**src/core/ldcs_pkg.sv**
```systemverilog
package ldcs_pkg;

	// ************************************************************
	// Register map and fields
	// ************************************************************
	localparam logic [7:0] ADDR_MODE = 8'h00; // Drive configuration
	localparam logic [7:0] ADDR_BLINK = 8'h04; // Blink control
	localparam logic [7:0] ADDR_BANK = 8'h08; // Bank selectors
	localparam logic [7:0] ADDR_PTR = 8'h0C; // Data pointer and subaddress
	localparam logic [7:0] ADDR_DATA = 8'h10; // Display data nibble
	localparam logic [7:0] ADDR_STATUS = 8'h14; // Read-only state
	localparam int MODE_F_BIAS = 2; // Half bias select
	localparam int MODE_F_EN = 3; // Display enable
	localparam int MODE_F_SAVE = 4; // Power-saving frame divider
	localparam int BANK_F_IN = 0; // Write-side bank
	localparam int BANK_F_OUT = 1; // Display-side bank
	localparam int PTR_F_SUB = 5; // Subaddress field base

	// ************************************************************
	// Modes, levels and reset values
	// ************************************************************
	// Drive mode; code plus one is the active backplane count
	typedef enum logic [1:0] {
		MODE_STATIC = 2'b00,
		MODE_MUX2 = 2'b01,
		MODE_MUX3 = 2'b10,
		MODE_MUX4 = 2'b11
	} ldcs_mode_e;
	// Display state: parked at supply, or driving waveforms
	typedef enum logic {
		RUN_PARK = 1'b0,
		RUN_DRIVE = 1'b1
	} ldcs_run_e;
	localparam logic [1:0] LVL_VDD = 2'h0; // Positive supply
	localparam logic [1:0] LVL_MID1 = 2'h1; // Near tap, or midpoint at half bias
	localparam logic [1:0] LVL_MID2 = 2'h2; // Far tap, unused at half bias
	localparam logic [1:0] LVL_VLCD = 2'h3; // LCD supply
	localparam ldcs_mode_e RST_MODE = MODE_MUX4;
	localparam logic RST_BIAS_HALF = 1'b0;
	localparam logic RST_BLINK = 1'b0;
	localparam logic RST_BANK = 1'b0;
	localparam logic [4:0] RST_PTR = 5'h00;
	localparam logic [2:0] RST_SUB = 3'h0;
	localparam logic [4:0] RAM_LAST = 5'h17; // Address 23

	// ************************************************************
	// Timing
	// ************************************************************
	localparam logic [11:0] FRAME_DIV_NORMAL = 12'hB40; // 2880 clocks per frame
	localparam logic [11:0] FRAME_DIV_SAVE = 12'h1E0; // 480 clocks per frame

endpackage : ldcs_pkg

```
**src/core/ldcs_sync.sv**
```systemverilog
`timescale 1ns/10ps
`default_nettype none
// ************************************************************
// Two-stage synchroniser for pin inputs
// ************************************************************
module ldcs_sync #(
	parameter int W = 1
) (
	// Clock and reset
	input wire logic clk_sys_in,
	input wire logic rst_in,
	// Data
	input wire logic [W-1:0] async_in,
	output logic [W-1:0] sync_out
);
	import ldcs_pkg::*;

	// Stage one is read by stage two only
	typedef struct packed {
		logic [W-1:0] s1;
		logic [W-1:0] s2;
	} ldcs_sync_s;
	ldcs_sync_s st_q, st_d;

	// Shift the pin value along
	always_comb
	begin
		st_d = st_q;
		st_d.s1 = async_in;
		st_d.s2 = st_q.s1;
	end

	// State register
	always_ff @(posedge clk_sys_in or posedge rst_in)
	begin
		if (rst_in)
		begin
			st_q <= '0;
		end
		else
		begin
			st_q <= st_d;
		end
	end

	assign sync_out = st_q.s2;
endmodule : ldcs_sync
`default_nettype wire

```
**src/core/ldcs_level_map.sv**
```systemverilog
`timescale 1ns/10ps
`default_nettype none
// ************************************************************
// Drive level selection per backplane and segment line
// ************************************************************
module ldcs_level_map #(
	parameter int NSEG = 24
) (
	// Configuration and multiplex position
	input wire ldcs_pkg::ldcs_mode_e mode_in,
	input wire logic bias_half_in,
	input wire logic pol_in,
	input wire logic [1:0] row_in,
	// Segment data for this row
	input wire logic [NSEG-1:0] seg_on_in,
	// Level codes, two bits per line
	output logic [7:0] bp_lvl_out,
	output logic [2*NSEG-1:0] seg_lvl_out
);
	import ldcs_pkg::*;

	// Inverted phase mirrors the ladder so the LCD sees no DC
	// At half bias both taps are one node, so the midpoint stays on the near tap code
	function automatic logic [1:0] mirror(input logic pol, input logic half, input logic [1:0] c);
		logic [1:0] m;
		m = pol ? c : ~c;
		return (half && m == LVL_MID2) ? LVL_MID1 : m;
	endfunction : mirror

	// Row served by a backplane; paired lines carry the same row
	function automatic logic [1:0] bp_row(input ldcs_mode_e m, input logic [1:0] i);
		case (m)
			MODE_STATIC: return 2'h0;
			MODE_MUX2: return {1'b0, i[0]};
			MODE_MUX3: return (i == 2'h3) ? 2'h1 : i;
			default: return i;
		endcase
	endfunction : bp_row

	genvar g;
	// Backplanes: selected at extreme, others on inner tap
	generate
		for (g = 0; g < 4; g++)
		begin : g_bp
			logic sel;
			assign sel = (bp_row(mode_in, 2'(g)) == row_in);
			assign bp_lvl_out[2*g+:2] = mirror(pol_in, bias_half_in, sel ? LVL_VDD :
				(bias_half_in ? LVL_MID1 : LVL_MID2));
		end
	endgenerate

	// Segments: on at opposite extreme, off near backplane
	generate
		for (g = 0; g < NSEG; g++)
		begin : g_seg
			assign seg_lvl_out[2*g+:2] = mirror(pol_in, bias_half_in, seg_on_in[g] ? LVL_VLCD :
				((mode_in == MODE_STATIC) ? LVL_VDD : LVL_MID1));
		end
	endgenerate
endmodule : ldcs_level_map
`default_nettype wire

```
**src/core/ldcs_core.sv**
```systemverilog
// Design decisions made here: the register addresses and the address-and-strobe port.
`timescale 1ns/10ps
`default_nettype none
// ************************************************************
// Display driver configuration and timing core
// ************************************************************
module ldcs_core #(
	parameter int NSEG = 24, // Segment lines
	parameter logic [7:0] OSC_HALF = 8'h36, // Internal clock half period, sys cycles
	parameter logic [5:0] BLINK_FRAMES = 6'h20 // Frames per blink phase
) (
	// Clock and reset
	input wire logic clk_sys_in,
	input wire logic rst_in,
	// Register port
	input wire logic [7:0] addr_in,
	input wire logic [31:0] wdata_in,
	input wire logic wr_in,
	input wire logic rd_in,
	output logic [31:0] rdata_out,
	// Straps and clock pin
	input wire logic clock_source_select_in,
	input wire logic [2:0] hw_subaddr_in,
	input wire logic clk_pin_in,
	output logic clk_pin_out,
	output logic clk_pin_oe_out,
	// Display drive level codes
	output logic [7:0] backplane_out,
	output logic [2*NSEG-1:0] segment_out
);
	import ldcs_pkg::*;

	// ************************************************************
	// State
	// ************************************************************
	typedef struct packed {
		ldcs_run_e run; // Parked until enabled
		ldcs_mode_e mode; // Drive mode
		logic bias_half; // Half bias when set
		logic psave; // Power-saving divider
		logic blink_en; // Blinking enabled
		logic bank_in; // Write-side bank
		logic bank_out; // Display-side bank
		logic [4:0] ptr; // Display data pointer
		logic [2:0] sub; // Subaddress counter
		logic [NSEG-1:0][3:0] ram; // Display memory
		logic ext; // External clock in use
		logic [7:0] osc_cnt; // Internal oscillator divider
		logic clk_o; // Internal clock level
		logic clk_oe; // Clock pin driven
		logic clk_prev; // Last synced pin level
		logic [11:0] tick_cnt; // Ticks within slot
		logic [2:0] slot; // {row, polarity}
		logic frame; // Frame end pulse
		logic [5:0] blink_cnt; // Frames in blink phase
		logic blank; // Segments blanked
		logic [7:0] bp; // Backplane levels
		logic [2*NSEG-1:0] seg; // Segment levels
		logic [31:0] rdata; // Read answer
	} ldcs_core_s;
	ldcs_core_s st_q, st_d;

	logic [4:0] pins_sync; // Synced straps and clock pin
	logic sel_ext; // Clock source strap
	logic clk_pin_s; // Synced clock pin
	logic [2:0] hw_sub; // Synced subaddress strap
	logic tick; // One device clock period
	logic [11:0] slot_len; // Ticks per slot
	logic [1:0] row; // Multiplex row
	logic pol; // Waveform phase
	logic bank_act; // Alternate bank shown
	logic [NSEG-1:0] seg_on; // Segment data for row
	logic [7:0] bp_lvl; // Mapped backplane levels
	logic [2*NSEG-1:0] seg_lvl; // Mapped segment levels

	// ************************************************************
	// Pin synchronisers
	// ************************************************************
	ldcs_sync #(.W(5)) u_sync (
		.clk_sys_in(clk_sys_in),
		.rst_in(rst_in),
		.async_in({clock_source_select_in, clk_pin_in, hw_subaddr_in}),
		.sync_out(pins_sync)
	);
	assign sel_ext = pins_sync[4];
	assign clk_pin_s = pins_sync[3];
	assign hw_sub = pins_sync[2:0];

	// ************************************************************
	// Timing chain
	// ************************************************************
	// Tick from internal divider or external pin rising edge
	assign tick = st_q.ext ? (clk_pin_s & ~st_q.clk_prev) :
		((st_q.osc_cnt == OSC_HALF - 8'h01) & ~st_q.clk_o);

	// Slot is a frame share: frame = 2 phases per active row
	always_comb
	begin
		logic [11:0] div;
		div = st_q.psave ? FRAME_DIV_SAVE : FRAME_DIV_NORMAL;
		case (st_q.mode)
			MODE_STATIC: slot_len = div / 12'h002;
			MODE_MUX2: slot_len = div / 12'h004;
			MODE_MUX3: slot_len = div / 12'h006;
			default: slot_len = div / 12'h008;
		endcase
	end

	assign row = st_q.slot[2:1];
	assign pol = st_q.slot[0];
	// Bank switching only exists in static and two-row modes
	assign bank_act = st_q.bank_out & (st_q.mode <= MODE_MUX2);

	// Pick the memory bit of the current row per segment
	genvar g;
	generate
		for (g = 0; g < NSEG; g++)
		begin : g_data
			assign seg_on[g] = st_q.ram[g][{row[1] | bank_act, row[0]}] & ~st_q.blank;
		end
	endgenerate

	ldcs_level_map #(.NSEG(NSEG)) u_map (
		.mode_in(st_q.mode),
		.bias_half_in(st_q.bias_half),
		.pol_in(pol),
		.row_in(row),
		.seg_on_in(seg_on),
		.bp_lvl_out(bp_lvl),
		.seg_lvl_out(seg_lvl)
	);

	// ************************************************************
	// Next state
	// ************************************************************
	always_comb
	begin
		st_d = st_q;
		st_d.frame = 1'b0;
		st_d.rdata = 32'h0000_0000;
		// Clock source follows the strap
		st_d.ext = sel_ext;
		st_d.clk_oe = ~st_q.ext;
		st_d.clk_prev = clk_pin_s;
		// Internal oscillator, also driven out for cascades
		if (st_q.osc_cnt == OSC_HALF - 8'h01)
		begin
			st_d.osc_cnt = 8'h00;
			st_d.clk_o = ~st_q.clk_o;
		end
		else
		begin
			st_d.osc_cnt = st_q.osc_cnt + 8'h01;
		end
		// Slot and frame sequencing
		if (tick)
		begin
			if (st_q.tick_cnt >= slot_len - 12'h001)
			begin
				st_d.tick_cnt = 12'h000;
				if (st_q.slot >= {st_q.mode, 1'b1})
				begin
					st_d.slot = 3'h0;
					st_d.frame = 1'b1;
				end
				else
				begin
					st_d.slot = st_q.slot + 3'h1;
				end
			end
			else
			begin
				st_d.tick_cnt = st_q.tick_cnt + 12'h001;
			end
		end
		// Blink phase counted in frames
		if (!st_q.blink_en)
		begin
			st_d.blank = 1'b0;
			st_d.blink_cnt = 6'h00;
		end
		else if (st_q.frame)
		begin
			if (st_q.blink_cnt == BLINK_FRAMES - 6'h01)
			begin
				st_d.blink_cnt = 6'h00;
				st_d.blank = ~st_q.blank;
			end
			else
			begin
				st_d.blink_cnt = st_q.blink_cnt + 6'h01;
			end
		end
		// Register writes
		if (wr_in)
		begin
			case (addr_in)
				ADDR_MODE:
				begin
					// Takes effect at once; slot and tick counters restart from zero
					st_d.mode = ldcs_mode_e'(wdata_in[1:0]);
					st_d.bias_half = wdata_in[MODE_F_BIAS];
					st_d.psave = wdata_in[MODE_F_SAVE];
					st_d.run = wdata_in[MODE_F_EN] ? RUN_DRIVE : RUN_PARK;
					st_d.slot = 3'h0;
					st_d.tick_cnt = 12'h000;
				end
				ADDR_BLINK: st_d.blink_en = wdata_in[0];
				ADDR_BANK:
				begin
					st_d.bank_in = wdata_in[BANK_F_IN];
					st_d.bank_out = wdata_in[BANK_F_OUT];
				end
				ADDR_PTR:
				begin
					// Out-of-range pointer values are ignored
					if (wdata_in[4:0] <= RAM_LAST)
					begin
						st_d.ptr = wdata_in[4:0];
					end
					st_d.sub = wdata_in[PTR_F_SUB+:3];
				end
				ADDR_DATA:
				begin
					// Store only when the counter matches the strap
					if (st_q.sub == hw_sub)
					begin
						if (st_q.bank_in && st_q.mode <= MODE_MUX2)
						begin
							st_d.ram[st_q.ptr][3:2] = wdata_in[1:0];
						end
						else
						begin
							st_d.ram[st_q.ptr] = wdata_in[3:0];
						end
					end
					// Pointer moves anyway; overflow walks to next device
					if (st_q.ptr == RAM_LAST)
					begin
						st_d.ptr = 5'h00;
						st_d.sub = st_q.sub + 3'h1;
					end
					else
					begin
						st_d.ptr = st_q.ptr + 5'h01;
					end
				end
				default:
				begin
				end
			endcase
		end
		// Register reads, answer stands one cycle
		if (rd_in)
		begin
			case (addr_in)
				ADDR_MODE: st_d.rdata = {27'h0, st_q.psave, st_q.run == RUN_DRIVE,
					st_q.bias_half, st_q.mode};
				ADDR_BLINK: st_d.rdata = {31'h0, st_q.blink_en};
				ADDR_BANK: st_d.rdata = {30'h0, st_q.bank_out, st_q.bank_in};
				ADDR_PTR: st_d.rdata = {24'h0, st_q.sub, st_q.ptr};
				ADDR_STATUS: st_d.rdata = {27'h0, st_q.slot, st_q.blank, st_q.ext};
				default: st_d.rdata = 32'h0000_0000;
			endcase
		end
		// Outputs parked at supply until configured
		if (st_q.run == RUN_DRIVE)
		begin
			st_d.bp = bp_lvl;
			st_d.seg = seg_lvl;
		end
		else
		begin
			st_d.bp = {4{LVL_VDD}};
			st_d.seg = {NSEG{LVL_VDD}};
		end
	end

	// ************************************************************
	// State register
	// ************************************************************
	always_ff @(posedge clk_sys_in or posedge rst_in)
	begin
		if (rst_in)
		begin
			st_q <= '0;
			st_q.mode <= RST_MODE;
			st_q.bias_half <= RST_BIAS_HALF;
			st_q.blink_en <= RST_BLINK;
			st_q.bank_in <= RST_BANK;
			st_q.bank_out <= RST_BANK;
			st_q.ptr <= RST_PTR;
			st_q.sub <= RST_SUB;
			st_q.clk_oe <= 1'b1;
		end
		else
		begin
			st_q <= st_d;
		end
	end

	assign rdata_out = st_q.rdata;
	assign clk_pin_out = st_q.clk_o;
	assign clk_pin_oe_out = st_q.clk_oe;
	assign backplane_out = st_q.bp;
	assign segment_out = st_q.seg;
endmodule : ldcs_core
`default_nettype wire

```
**config.mk**
```make
export PLATFORM = sky130hd
export DESIGN_NAME = ldcs_core
export DESIGN_NICKNAME = d
export VERILOG_FILES = /design/src/core/ldcs_pkg.sv /design/src/core/ldcs_sync.sv /design/src/core/ldcs_level_map.sv /design/src/core/ldcs_core.sv
export SDC_FILE = /design/constraint.sdc
export NUM_CORES = 1
export LEC_CHECK = 0
export BUFFER_PORTS_ARGS = -buffer_cell sky130_fd_sc_hd__buf_2
export CORE_UTILIZATION = 30
export DETAILED_ROUTE_END_ITERATION = 10
export GPL_ROUTABILITY_DRIVEN = 0
export GPL_TIMING_DRIVEN = 0
export PLACE_DENSITY = 0.59
export SLEW_MARGIN = 20
export SYNTH_ARGS = -nofsm -noshare
export SYNTH_HDL_FRONTEND = slang
export SYNTH_SLANG_ARGS = --single-unit
```
**constraint.sdc**
```tcl
create_clock -name clk_sys_in -period 5.8 [get_ports clk_sys_in]
set_clock_uncertainty 0.05 [all_clocks]
set_input_delay 0.29 -clock clk_sys_in [delete_from_list [all_inputs] [get_ports clk_sys_in]]
set_output_delay 0.29 -clock clk_sys_in [all_outputs]
set_load 0.02 [all_outputs]
```
Word-level counts from Yosys, hierarchy flattened --
Index checks and enable logic that the tools add are counted.
Storage, ports and cells: bits in registers 245, bits of input ports 49, output and inout port bits 90, logic and storage cells 378
Cells by class: add/subtract/negate cells 7, div/mod/pow operators 1, magnitude comparators 7, equality and inequality tests 46, multiplexer cells 166, bitwise operators 60, reduce and logical (&&, ||, !) cells 43
Operators by type and width (count):
- $bwmux W96 | 2
- $mux W2 | 86
- $mux W96 | 1
- $eq A2 B2 Y1 const B | 29
- $mux W56 | 1
- $not A2 Y2 | 28
- $bmux W1 S2 | 24
- $demux W4 S5 | 2
- $pmux W8 S5 | 1
- $pmux W12 S3 | 1
- $logic_and A1 B1 Y1 | 30
- $mux W15 | 2
- $mux W1 | 29
- $and A1 B1 Y1 | 27
- $mux W12 | 2
- $eq A8 B4 Y1 const B | 2
- $eq A8 B5 Y1 const B | 2
- $mux W16 | 1
- $mux W8 | 2
- $pmux W8 S2 | 1
- $mux W7 | 2
- $add A12 B1 Y12 const B | 1
- $div A12 B3 Y12 const B | 1
- $ge A12 B12 Y1 | 1
- other kinds (34) | 52

Depth between registers and ports, before layout --
Gate-level depths: netlist (run 1).
depth after elaboration 13, gate-level depth with buffers 14, gate-level depth less buffers 12

By module --
From an unflattened synthesis (run 1), not the netlist that was laid out.
Second synthesis, totals: cells, all modules 1038, area total of the unflattened synthesis 11627.4 um2
By module, submodules not included:
- ldcs_core | instances 1, cells an instance 889, area an instance 10511.3 um2, sequential area each 5283.8 um2
- ldcs_level_map | instances 1, cells an instance 138, area an instance 862.1 um2, sequential area each 0.0 um2
- ldcs_sync | instances 1, cells an instance 11, area an instance 254.0 um2, sequential area each 250.2 um2

Least setup slack after synthesis (run 1) --
OpenSTA, ideal clock, no wires.
path type register to register, from register st_q[233] (netlist name), to register st_q[106] (netlist name), library setup time 0.125 ns, data arrival time 3.168 ns, data required time 5.625 ns, slack 2.458 ns, stages on the path, launching flop included 15, path buffers 2, period minus slack after synthesis 3.342 ns, path through dfstp_2 inv_1 ha_1 clkbuf_1 nand2b_1 or2_2 a21oi_1 o311ai_0 ha_1 nand3_1 a211oi_1 o2111ai_1 a21oi_1 buf_2 nor3_1
RTL lines:
- from (decl) | line ldcs_core.sv:61 | ldcs_core_s st_q, st_d;
- from (signal assigned) | line ldcs_core.sv:298 | st_q <= st_d;

==> impl_metrics.tcl, run 1 <==
set metrics [dict create \
    status "finished, final reports clean" \
    end_kind "flop" \
    final_nets 1169 \
    setup-violations-final 0 \
    grt_first_pass_wirelength_mm 41.0 \
    area_growth_pct 20.6 \
    fp.dieArea_mm2 0.0380 \
    port_buffers 88 \
    setup_tns_ns 0 \
    synthArstFlopShare_pct 100 \
    rrSetupSlack_ns 1.87 \
    antenna_found_initial 0 \
    cts_sinks 221 \
    track_usage_pct 13.4 \
    core_area_mm2 0.0366 \
    cpPeakStageDelay_ns 0.61 \
    rows 70 \
    antenna_cells 0 \
    crit_chain "inv_1, ha_1, clkbuf_1, nand2b_1, or2_2, a21oi_1, o311ai_0, ha_1, nand3_1, a211oi_1, o2111ai_1, a21oi_1, buf_2, nor3_1" \
    io_pins 139 \
    max_freq_mhz 255 \
    powerDensity_mw_per_mm2 303 \
    worst_ep_required_time_ns 6.16 \
    ys_top_cells_by_area "dfrtp_1 49%, mux2_2 10%, buf_4 6.2%, mux4_2 5.0%, mux2i_1 4.9%" \
    ys_types 55 \
    period_needed_ns 3.93 \
    cts-buffers-inserted 27 \
    postPlaceCellArea_mm2 0.0124 \
    drt_pass1_iterations 4 \
    crit_arrival_ns 4.29 \
    drt_iter0_drc 358 \
    grt-ovfl-total 0 \
    crit_path_max_fanout 10 \
    finalPower_w 0.00409 \
    postLayoutCellArea_mm2 0.0135 \
    cts_tree "done" \
    final_core_util_pct 36.8 \
    synth_area_mm2 0.0112 \
    hold_path_class "in -> reg" \
    wirelength_mm 24.9 \
    power_leakage_nw 6.92 \
    start_util_pct 30.5 \
    ys_ff_latch 221 \
    drv_cap 0 \
    tightestPinTransition_ns 0.866 \
    syn-instance-count 936 \
    instances_no_fill 1582 \
    yosysWarnings 0 \
    fillers 3605 \
    cts-resized-gates 0 \
    dp_hpwl_mm 17.7 \
    drcViolationCount 0 \
    cp-start-kind "flop" \
    wire_per_inst_um 15.7 \
    synth-edff-count 0 \
    ys_seq_area_share_pct 49.5 \
    rsz0062_at_grt "false" \
    postSynthAreaPerCell_um2 11.9 \
    die_w_um 195 \
    drive_gt1_share_pct 34.0 \
    ys.flop_type "dfrtp_1" \
    dp.cells 1522 \
    worst_path_max_delay_cell "dfstp_2" \
    grt_pass1_vias 7554 \
    via_count 7311 \
    synth_top_area_cell "dfrtp_1" \
    grt_max_degree 35 \
    multi_input_comb_area_mm2 0.00479 \
    final_max_slew_viol_count 0 \
    routed_via_density 4.62 \
    cts.reportedPaths.clkPinSlew_ns 0.06 \
    cts_buffer_depth 3 \
    relSlewSlack_pct 42.2 \
    cts-root-buf "clkbuf_16" \
    regArea_mm2 0.00553 \
    clock_latency_ns 0.54 \
    peakVddDrop_mv 0.200 \
    synth_top_area_share_pct 48.8 \
    chipHeight_um 195 \
    path_class "reg -> reg" \
    hold_viol 0 \
    ant_nets 0 \
    htree_levels 1 \
    period_share_pct 67.7 \
]
timing repair:
action,in CTS,in global routing
setup endpoints to repair,0,0
hold buffers,10,0
buffers inserted,0,0
hold endpoints to repair,36,0
critical path: cells and delay by family, from the launching register on:
| family | cells | cell delay (ns) |
|---|---|---|
| adder cells (fa/ha/maj) | 2 | 0.56 |
| AND/OR/NAND/NOR | 4 | 0.72 |
| AO/OA/AOI/OAI | 5 | 1.20 |
| buffers and inverters | 3 | 0.66 |
| flip-flops | 1 | 0.61 |
power by group:
part | switching (W) | internal, W
clock network | 0.000668 | 0.00110
registers | 0.0000669 | 0.00161
logic | 0.000370 | 0.000266
metrics by stage:
stage                     hold WS (ns)  setup WS [ns]
after floorplan                  0.271           2.46
final                           0.0109           1.87
after global placement           0.284           1.10
after global routing            0.0268           1.46
after detailed placement         0.286           1.89
after CTS                      0.00424           1.84
layout by cell type, fill, tap and decap left out, types with 12 or more instances in the layout:
cell type	Yosys	final
nand2b_1	31	31
mux2i_1	55	55
buf_2	9	97
clkbuf_1	37	42
nor2b_1	14	14
mux4_2	25	25
nand2_1	66	66
buf_4	92	92
and3_1	12	12
nand3_1	20	20
o21ai_0	18	18
xnor2_1	21	21
nor3_1	25	25
nor2_1	31	31
a21oi_1	19	19
mux2_2	99	99
ha_1	27	27
conb_1	1	24
clkbuf_16	0	27
dfrtp_1	218	218
final cells by class:
type                            count  area share, %
Sequential cell                   221           41.1
Multi-Input combinational cell    587           35.5
Buffer                            140           6.66
Clock buffer                       34           5.36
Timing Repair Buffer              105           5.11
Tap cell                          468           4.34
Clock inverter                     16           1.62
Inverter                           11          0.334
final timing paths:
| path | start | end | depth (start not counted) |
|---|---|---|---|
| worst min-delay path | wdata_in[7] | st_q[221]$_DFFE_PP0P_ | 3 |
| worst min register to register | u_sync.st_d[0]$_DFF_PP0_ | u_sync.sync_out[0]$_DFF_PP0_ | 0 |
| max in group asynchronous | rst_in | segment_out[38]$_DFF_PP0_ | 6 |
| worst max register to register | st_q[233]$_DFFE_PP1P_ | st_q[102]$_DFF_PP0_ | 14 |
| min in group asynchronous | rst_in | segment_out[5]$_DFF_PP0_ | 3 |
| worst max-delay path | st_q[233]$_DFFE_PP1P_ | st_q[102]$_DFF_PP0_ | 14 |
registers in the layout, indices dropped and copies added (netlist names):
register	count
backplane_out	8
clk_pin_oe_out	1
clk_pin_out	1
pol	1
rdata_out	8
row	2
segment_out	48
st_q	142
u_sync.st_d	5
u_sync.sync_out	5
cells in the mapped netlist (all sizes together) (12+ instances only):
master  instances
mux2i          55
mux4           25
nor2           31
nand2          66
nand3          20
ha             27
mux2          103
nand2b         32
nor3           27
dfrtp         218
o21ai          18
and3           12
xnor2          21
a21oi          19
nor2b          14
clkbuf         37
buf           103
kinds of logic (layout without fill, tap and decap cells):
group | count (synthesis) | in the layout | share of synthesized area (%)
AND/OR/NAND/NOR | 249 | 249 | 12.0
flip-flops | 221 | 221 | 49.5
multiplexers | 183 | 183 | 20.3
buffers and inverters | 151 | 306 | 8.40
AO/OA/AOI/OAI | 73 | 73 | 4.22
XOR/XNOR | 31 | 31 | 2.43
adder cells (fa/ha/maj) | 27 | 27 | 3.02
other | 1 | 24 | 0.0336
per-layer routing:
| metal | GRT usage [%] | part of all wire [%] | vias to the layer above | wire [um] |
|---|---|---|---|---|
| li1 | - | - | 3478 | - |
| met1 | 18.5 | 47 | 3662 | 11600 |
| met2 | 21.5 | 47 | 140 | 11600 |
| met3 | 2.56 | 4.7 | 31 | 1170 |
| met4 | 3.35 | 1.9 | 0 | 481 |
| met5 | 0 | 0 | - | 0 |
No activity file was read; power rests on OpenSTA's default activity.
==> run 2: changes to the inputs <==
ABC_AREA = 1   (was not set)
clock period = 3.4 ns   (was 5.8 ns; I/O delays follow)
==> impl_metrics.tcl, run 2 <==
set metrics [dict create \
    postSynthAreaPerCell_um2 7.79 \
    worst_ep_required_time_ns 3.83 \
    via_count 10800 \
    grt_max_degree 37 \
    fin_ws_ns 0.361 \
    power_leakage_nw 7.21 \
    synth_top_area_cell "dfrtp_1" \
    core_area_mm2 0.0398 \
    cts_sinks 221 \
    groute.layer.met3.usage_pct 3.00 \
    hold_viol 0 \
    peakVddDrop_mv 0.334 \
    met1_usage_pct 22.2 \
    mostFrequentLayoutCells "421 x nand2_1, 218 x dfrtp_1, 132 x nand3_1, 122 x buf_2, 110 x inv_1" \
    synthArstFlopShare_pct 100 \
    wire_per_inst_um 15.4 \
    synth.most_common_cell "nand2_1" \
    routed_via_density 4.76 \
    track_usage_pct 17.0 \
    synth-edff-count 0 \
    synth_top_area_share_pct 45.0 \
    cts-buffers-inserted 24 \
    status "finished, final reports clean" \
    grt_first_pass_wirelength_mm 55.6 \
    period_share_pct 89.4 \
    ant_nets 0 \
    io_pins 139 \
    wirelength_mm 34.8 \
    antenna_found_initial 0 \
    cts.reportedPaths.clkPinSlew_ns 0.06 \
    antenna_cells 0 \
    port_buffers 88 \
    dp_hpwl_mm 26.3 \
    post-place-ws_ns 0.110 \
    instances_no_fill 2260 \
    synth_area_mm2 0.0121 \
    syn-instance-count 1557 \
    drt_pass1_iterations 5 \
    hold_path_class "in -> reg" \
    largest_reg_flops 142 \
    setup_tns_ns 0 \
    final_common_cell "nand2_1" \
    drv_cap 0 \
    rows 73 \
    drcViolationCount 0 \
    cp-start-kind "flop" \
    rsz0062_at_grt "false" \
    multi_input_comb_area_mm2 0.00519 \
    start_util_pct 30.5 \
    ys_top_cells_by_area "dfrtp_1 45%, nand2_1 13%, nand3_1 5.5%, buf_4 5.4%, nand4_1 5.2%" \
    clock_latency_ns 0.55 \
    synth_commonest_cells "422 x nand2_1, 218 x dfrtp_1, 133 x nand3_1, 113 x inv_1, 106 x nor2_1" \
    final_nets 1794 \
    grt-ovfl-total 0 \
    chipHeight_um 203 \
    dp.cells 2200 \
    final_max_slew_viol_count 0 \
    tightestPinTransition_ns 0.982 \
    top_register "st_q" \
    end_kind "flop" \
    ys_seq_area_share_pct 45.6 \
    max_freq_mhz 329 \
    drt_iter0_drc 708 \
    path_class "reg -> reg" \
    fp.dieArea_mm2 0.0413 \
    cts-root-buf "clkbuf_16" \
    ys_ff_latch 221 \
    grt_pass1_vias 10300 \
    cts_tree "done" \
    ys_types 41 \
    cts_buffer_depth 3 \
    setup-violations-final 0 \
    fillers 4159 \
    powerDensity_mw_per_mm2 473 \
    crit_arrival_ns 3.47 \
    die_w_um 203 \
    ys.flop_type "dfrtp_1" \
    period_needed_ns 3.04 \
    rrSetupSlack_ns 0.36 \
    grt-busiest-layer "met2" \
    yosysWarnings 0 \
    area_growth_pct 19.9 \
    grt_util_met2_pct 27.7 \
    relSlewSlack_pct 33.9 \
    drive_gt1_share_pct 18.0 \
    regArea_mm2 0.00553 \
    htree_levels 1 \
    crit_path_max_fanout 6 \
]
run 2: power by group:
group          leakage (nW)  total, W  switching, W  internal [W]
Combinational          3.93   0.00108      0.000680      0.000402
Sequential             2.84   0.00287     0.0000918       0.00278
Clock                 0.437   0.00294       0.00111       0.00183
Total                  7.21   0.00689       0.00188       0.00501
run 2: routing by layer:
metal | vias to the layer above | wire (um)
li1 | 5326 | -
met1 | 5006 | 15000
met2 | 346 | 16100
met3 | 75 | 2450
met4 | 0 | 1210
met5 | - | 0
run 2: layout make-up:
class	count	area share, %
plain buffers	169	7.28
clock buffers	32	4.81
clock inverters	11	1.38
inverters	122	3.20
multi-input cells	1068	35.7
flip-flops and latches	221	38.0
well taps	525	4.51
repair buffers	112	5.11
run 2: final timing paths:
check	from	to	cells past startpoint
hold / removal	addr_in[0]	rdata_out[1]$_DFF_PP0_	6
setup reg to reg	st_q[232]$_DFFE_PP1P_	st_q[107]$_DFF_PP0_	15
setup / recovery	st_q[232]$_DFFE_PP1P_	st_q[107]$_DFF_PP0_	15
hold reg to reg	u_sync.sync_out[4]$_DFF_PP0_	st_q[122]$_DFF_PP0_	0
max in group asynchronous	rst_in	st_q[201]$_DFFE_PP0P_	8
min in group asynchronous	rst_in	st_q[106]$_DFF_PP0_	3
run 2: cells by family (layout without fill, tap and decap cells):
| kind of cell | after synthesis | count (layout) | synth area share, % |
|---|---|---|---|
| other | 1 | 24 | 0.0309 |
| AO/OA/AOI/OAI | 205 | 205 | 8.89 |
| adder cells (fa/ha/maj) | 27 | 27 | 2.78 |
| XOR/XNOR | 17 | 17 | 1.23 |
| buffers and inverters | 291 | 446 | 12.5 |
| AND/OR/NAND/NOR | 795 | 795 | 29.0 |
| flip-flops | 221 | 221 | 45.6 |
run 2: worst max-delay path: stages (launching register included):
cell and delay [ns]:
dfstp_2 0.59, clkinvlp_4 0.12, ha_2 0.22, inv_1 0.14, o21ai_0 0.12, nand2_1 0.09
nand4_1 0.16, nor2_2 0.18, nand2_1 0.08, ha_1 0.29, a21o_1 0.18, nor2_1 0.13
nand3_2 0.15, a21oi_4 0.28, nand2_1 0.08, nor2_1 0.10
run 2: what timing repair did:
item / 4_1_cts / 5_1_grt
endpoints found under the hold margin: 48 / 0
setup buffers: 0 / 3
resized for setup: 0 / 8
setup endpoints to repair: 0 / 16
hold buffers: 14 / 0
run 2: per-stage QoR:
stage          instance area, um2  total power (W)  hold WS [ns]  util, %
3_5_place_dp                13500          0.00399         0.205     33.8
5_1_grt                     14600          0.00721        0.0552     36.5
6_report                    14600          0.00689        0.0493     36.5
2_1_floorplan               12200          0.00365         0.151        -
4_1_cts                     14500          0.00697        0.0180     36.4
3_3_place_gp                13300          0.00395         0.231     33.5
==> run 3: changes to the inputs <==
BUFFER_PORTS_ARGS = -buffer_cell sky130_fd_sc_hd__buf_4   (was -buffer_cell sky130_fd_sc_hd__buf_2)
==> impl_metrics.tcl, run 3 (synthesized netlist as in run 2, its figures left out) <==
set metrics [dict create \
    port_buffers 88 \
    cts-buffers-inserted 25 \
    cts_buffer_depth 3 \
    hold_ws_ns 0.0455 \
    cts_tree "done" \
    antenna_cells 0 \
    fillers 4139 \
    power_leakage_nw 7.25 \
    cts_sinks 221 \
    grt-ovfl-total 0 \
    cts.reportedPaths.clkPinSlew_ns 0.06 \
    drt_pass1_iterations 6 \
    path_class "reg -> reg" \
    worst_ep_required_time_ns 3.81 \
    dp_hpwl_mm 26.4 \
    r2r-end "st_q[103]$_DFF_PP0_" \
    fp.dieArea_mm2 0.0413 \
    hold_path_class "in -> reg" \
    status "finished, final reports clean" \
    grt_pass1_vias 10500 \
    drv_cap 0 \
    crit_path_max_fanout 7 \
    hold_depth 6 \
    wire_per_inst_um 15.4 \
    rrSetupSlack_ns 0.34 \
    drcViolationCount 0 \
    powerDensity_mw_per_mm2 460 \
    largest_reg_flops 142 \
    post-place-ws_ns 0.0829 \
    setup-violations-final 0 \
    final_max_slew_viol_count 0 \
    tightestPinTransition_ns 1.05 \
    period_share_pct 90.1 \
    min_from "addr_in[0]" \
    startpoint "st_q[233]$_DFFE_PP1P_" \
    final_common_cell "nand2_1" \
    routed_via_density 4.79 \
    end_kind "flop" \
    postPlaceCellArea_mm2 0.0137 \
    rr_worst_depth 15 \
    fin_ws_ns 0.336 \
    grt_max_degree 38 \
    r2r-start "st_q[233]$_DFFE_PP1P_" \
    finalPower_w 0.00676 \
    rows 73 \
    final_nets 1793 \
    ant_nets 0 \
    mostFrequentLayoutCells "421 x nand2_1, 218 x dfrtp_1, 176 x buf_4, 132 x nand3_1, 111 x inv_1" \
    rsz0062_at_grt "false" \
    hold_viol 0 \
    io_pins 139 \
    start_util_pct 30.5 \
    die_w_um 203 \
    cts-root-buf "clkbuf_16" \
    area_growth_pct 21.2 \
    hold_end "rdata_out[1]$_DFF_PP0_" \
    relSlewSlack_pct 29.2 \
    top_register "st_q" \
    chipHeight_um 203 \
    track_usage_pct 17.1 \
    clock_latency_ns 0.53 \
    via_count 10800 \
    period_needed_ns 3.06 \
    htree_levels 1 \
    crit_arrival_ns 3.48 \
    wirelength_mm 34.7 \
    max_freq_mhz 326 \
    drive_gt1_share_pct 17.8 \
    antenna_found_initial 0 \
    drt_iter0_drc 933 \
    peakVddDrop_mv 0.370 \
    core_area_mm2 0.0398 \
    cp-start-kind "flop" \
    grt_first_pass_wirelength_mm 56.1 \
    postLayoutCellArea_mm2 0.0147 \
    post_cts_buffers 0 \
]
-- run 3: worst max path at each step --
| stage | end | slack [ns] | cells after the start |
|---|---|---|---|
| 2_1_floorplan | backplane_out[0]$_DFF_PP0_ | 0.30 | 1 |
| 3_3_place_gp | segment_out[16]$_DFF_PP0_ | -1.07 | 2 |
| 3_5_place_dp | st_q[103]$_DFF_PP0_ | 0.08 | 15 |
| 4_1_cts | st_q[103]$_DFF_PP0_ | 0.07 | 15 |
| 5_1_grt | st_q[103]$_DFF_PP0_ | 0.04 | 13 |
| 6_report | st_q[103]$_DFF_PP0_ | 0.34 | 15 |
-- run 3: worst max-delay path, cell delays in order (launching register included) --
cell and delay (ns):
dfstp_2 0.60, inv_1 0.15, ha_2 0.28, nor2_1 0.09, o21ai_0 0.08, nand2_1 0.08
nand4_1 0.16, nor2_2 0.17, nand2_1 0.09, ha_1 0.29, a21o_1 0.18, nor2_1 0.12
nand3_2 0.16, a21oi_4 0.28, nand2_1 0.09, nor2_1 0.12
-- run 3: layout make-up --
type / instances / area [um2] / area share, %
Buffer: 169 / 1060 / 7.20
Clock buffer: 29 / 651 / 4.42
Clock inverter: 16 / 180 / 1.22
Inverter: 122 / 462 / 3.14
Multi-Input combinational cell: 1068 / 5190 / 35.3
Sequential cell: 221 / 5530 / 37.6
Tap cell: 525 / 657 / 4.46
Timing Repair Buffer: 110 / 976 / 6.63
-- run 3: per-layer routing --
layer,share of wire (%),track usage [%],vias to the layer above
met4,2.9,5.64,0
met1,44,22.9,5112
li1,-,-,5331
met2,47,28.1,304
met3,6.0,2.49,70
met5,0,0,-
-- run 3: power breakdown --
group / switching (W) / leakage (nW) / internal [W] / total (W)
Combinational: 0.000683 / 4.01 / 0.000465 / 0.00115
Sequential: 0.0000928 / 2.84 / 0.00278 / 0.00287
Clock: 0.00113 / 0.398 / 0.00161 / 0.00274
Total: 0.00191 / 7.25 / 0.00485 / 0.00676
-- run 3: repair_timing --
item                                    CTS  global route
hold endpoints to repair                110             0
resized for setup                         0             8
endpoints found under the setup margin    0            15
hold buffers                             14             0
-- run 3: per-stage QoR --
stage / utilization [%] / TNS [ns] / cells
finish: 36.9 / 0 / 2260
global route: 36.9 / 0 / 2260
CTS: 36.9 / 0 / 2260
detailed placement: 34.4 / 0 / 2201
global placement: 34.0 / -227.47 / 2193
floorplan: - / 0 / 1580
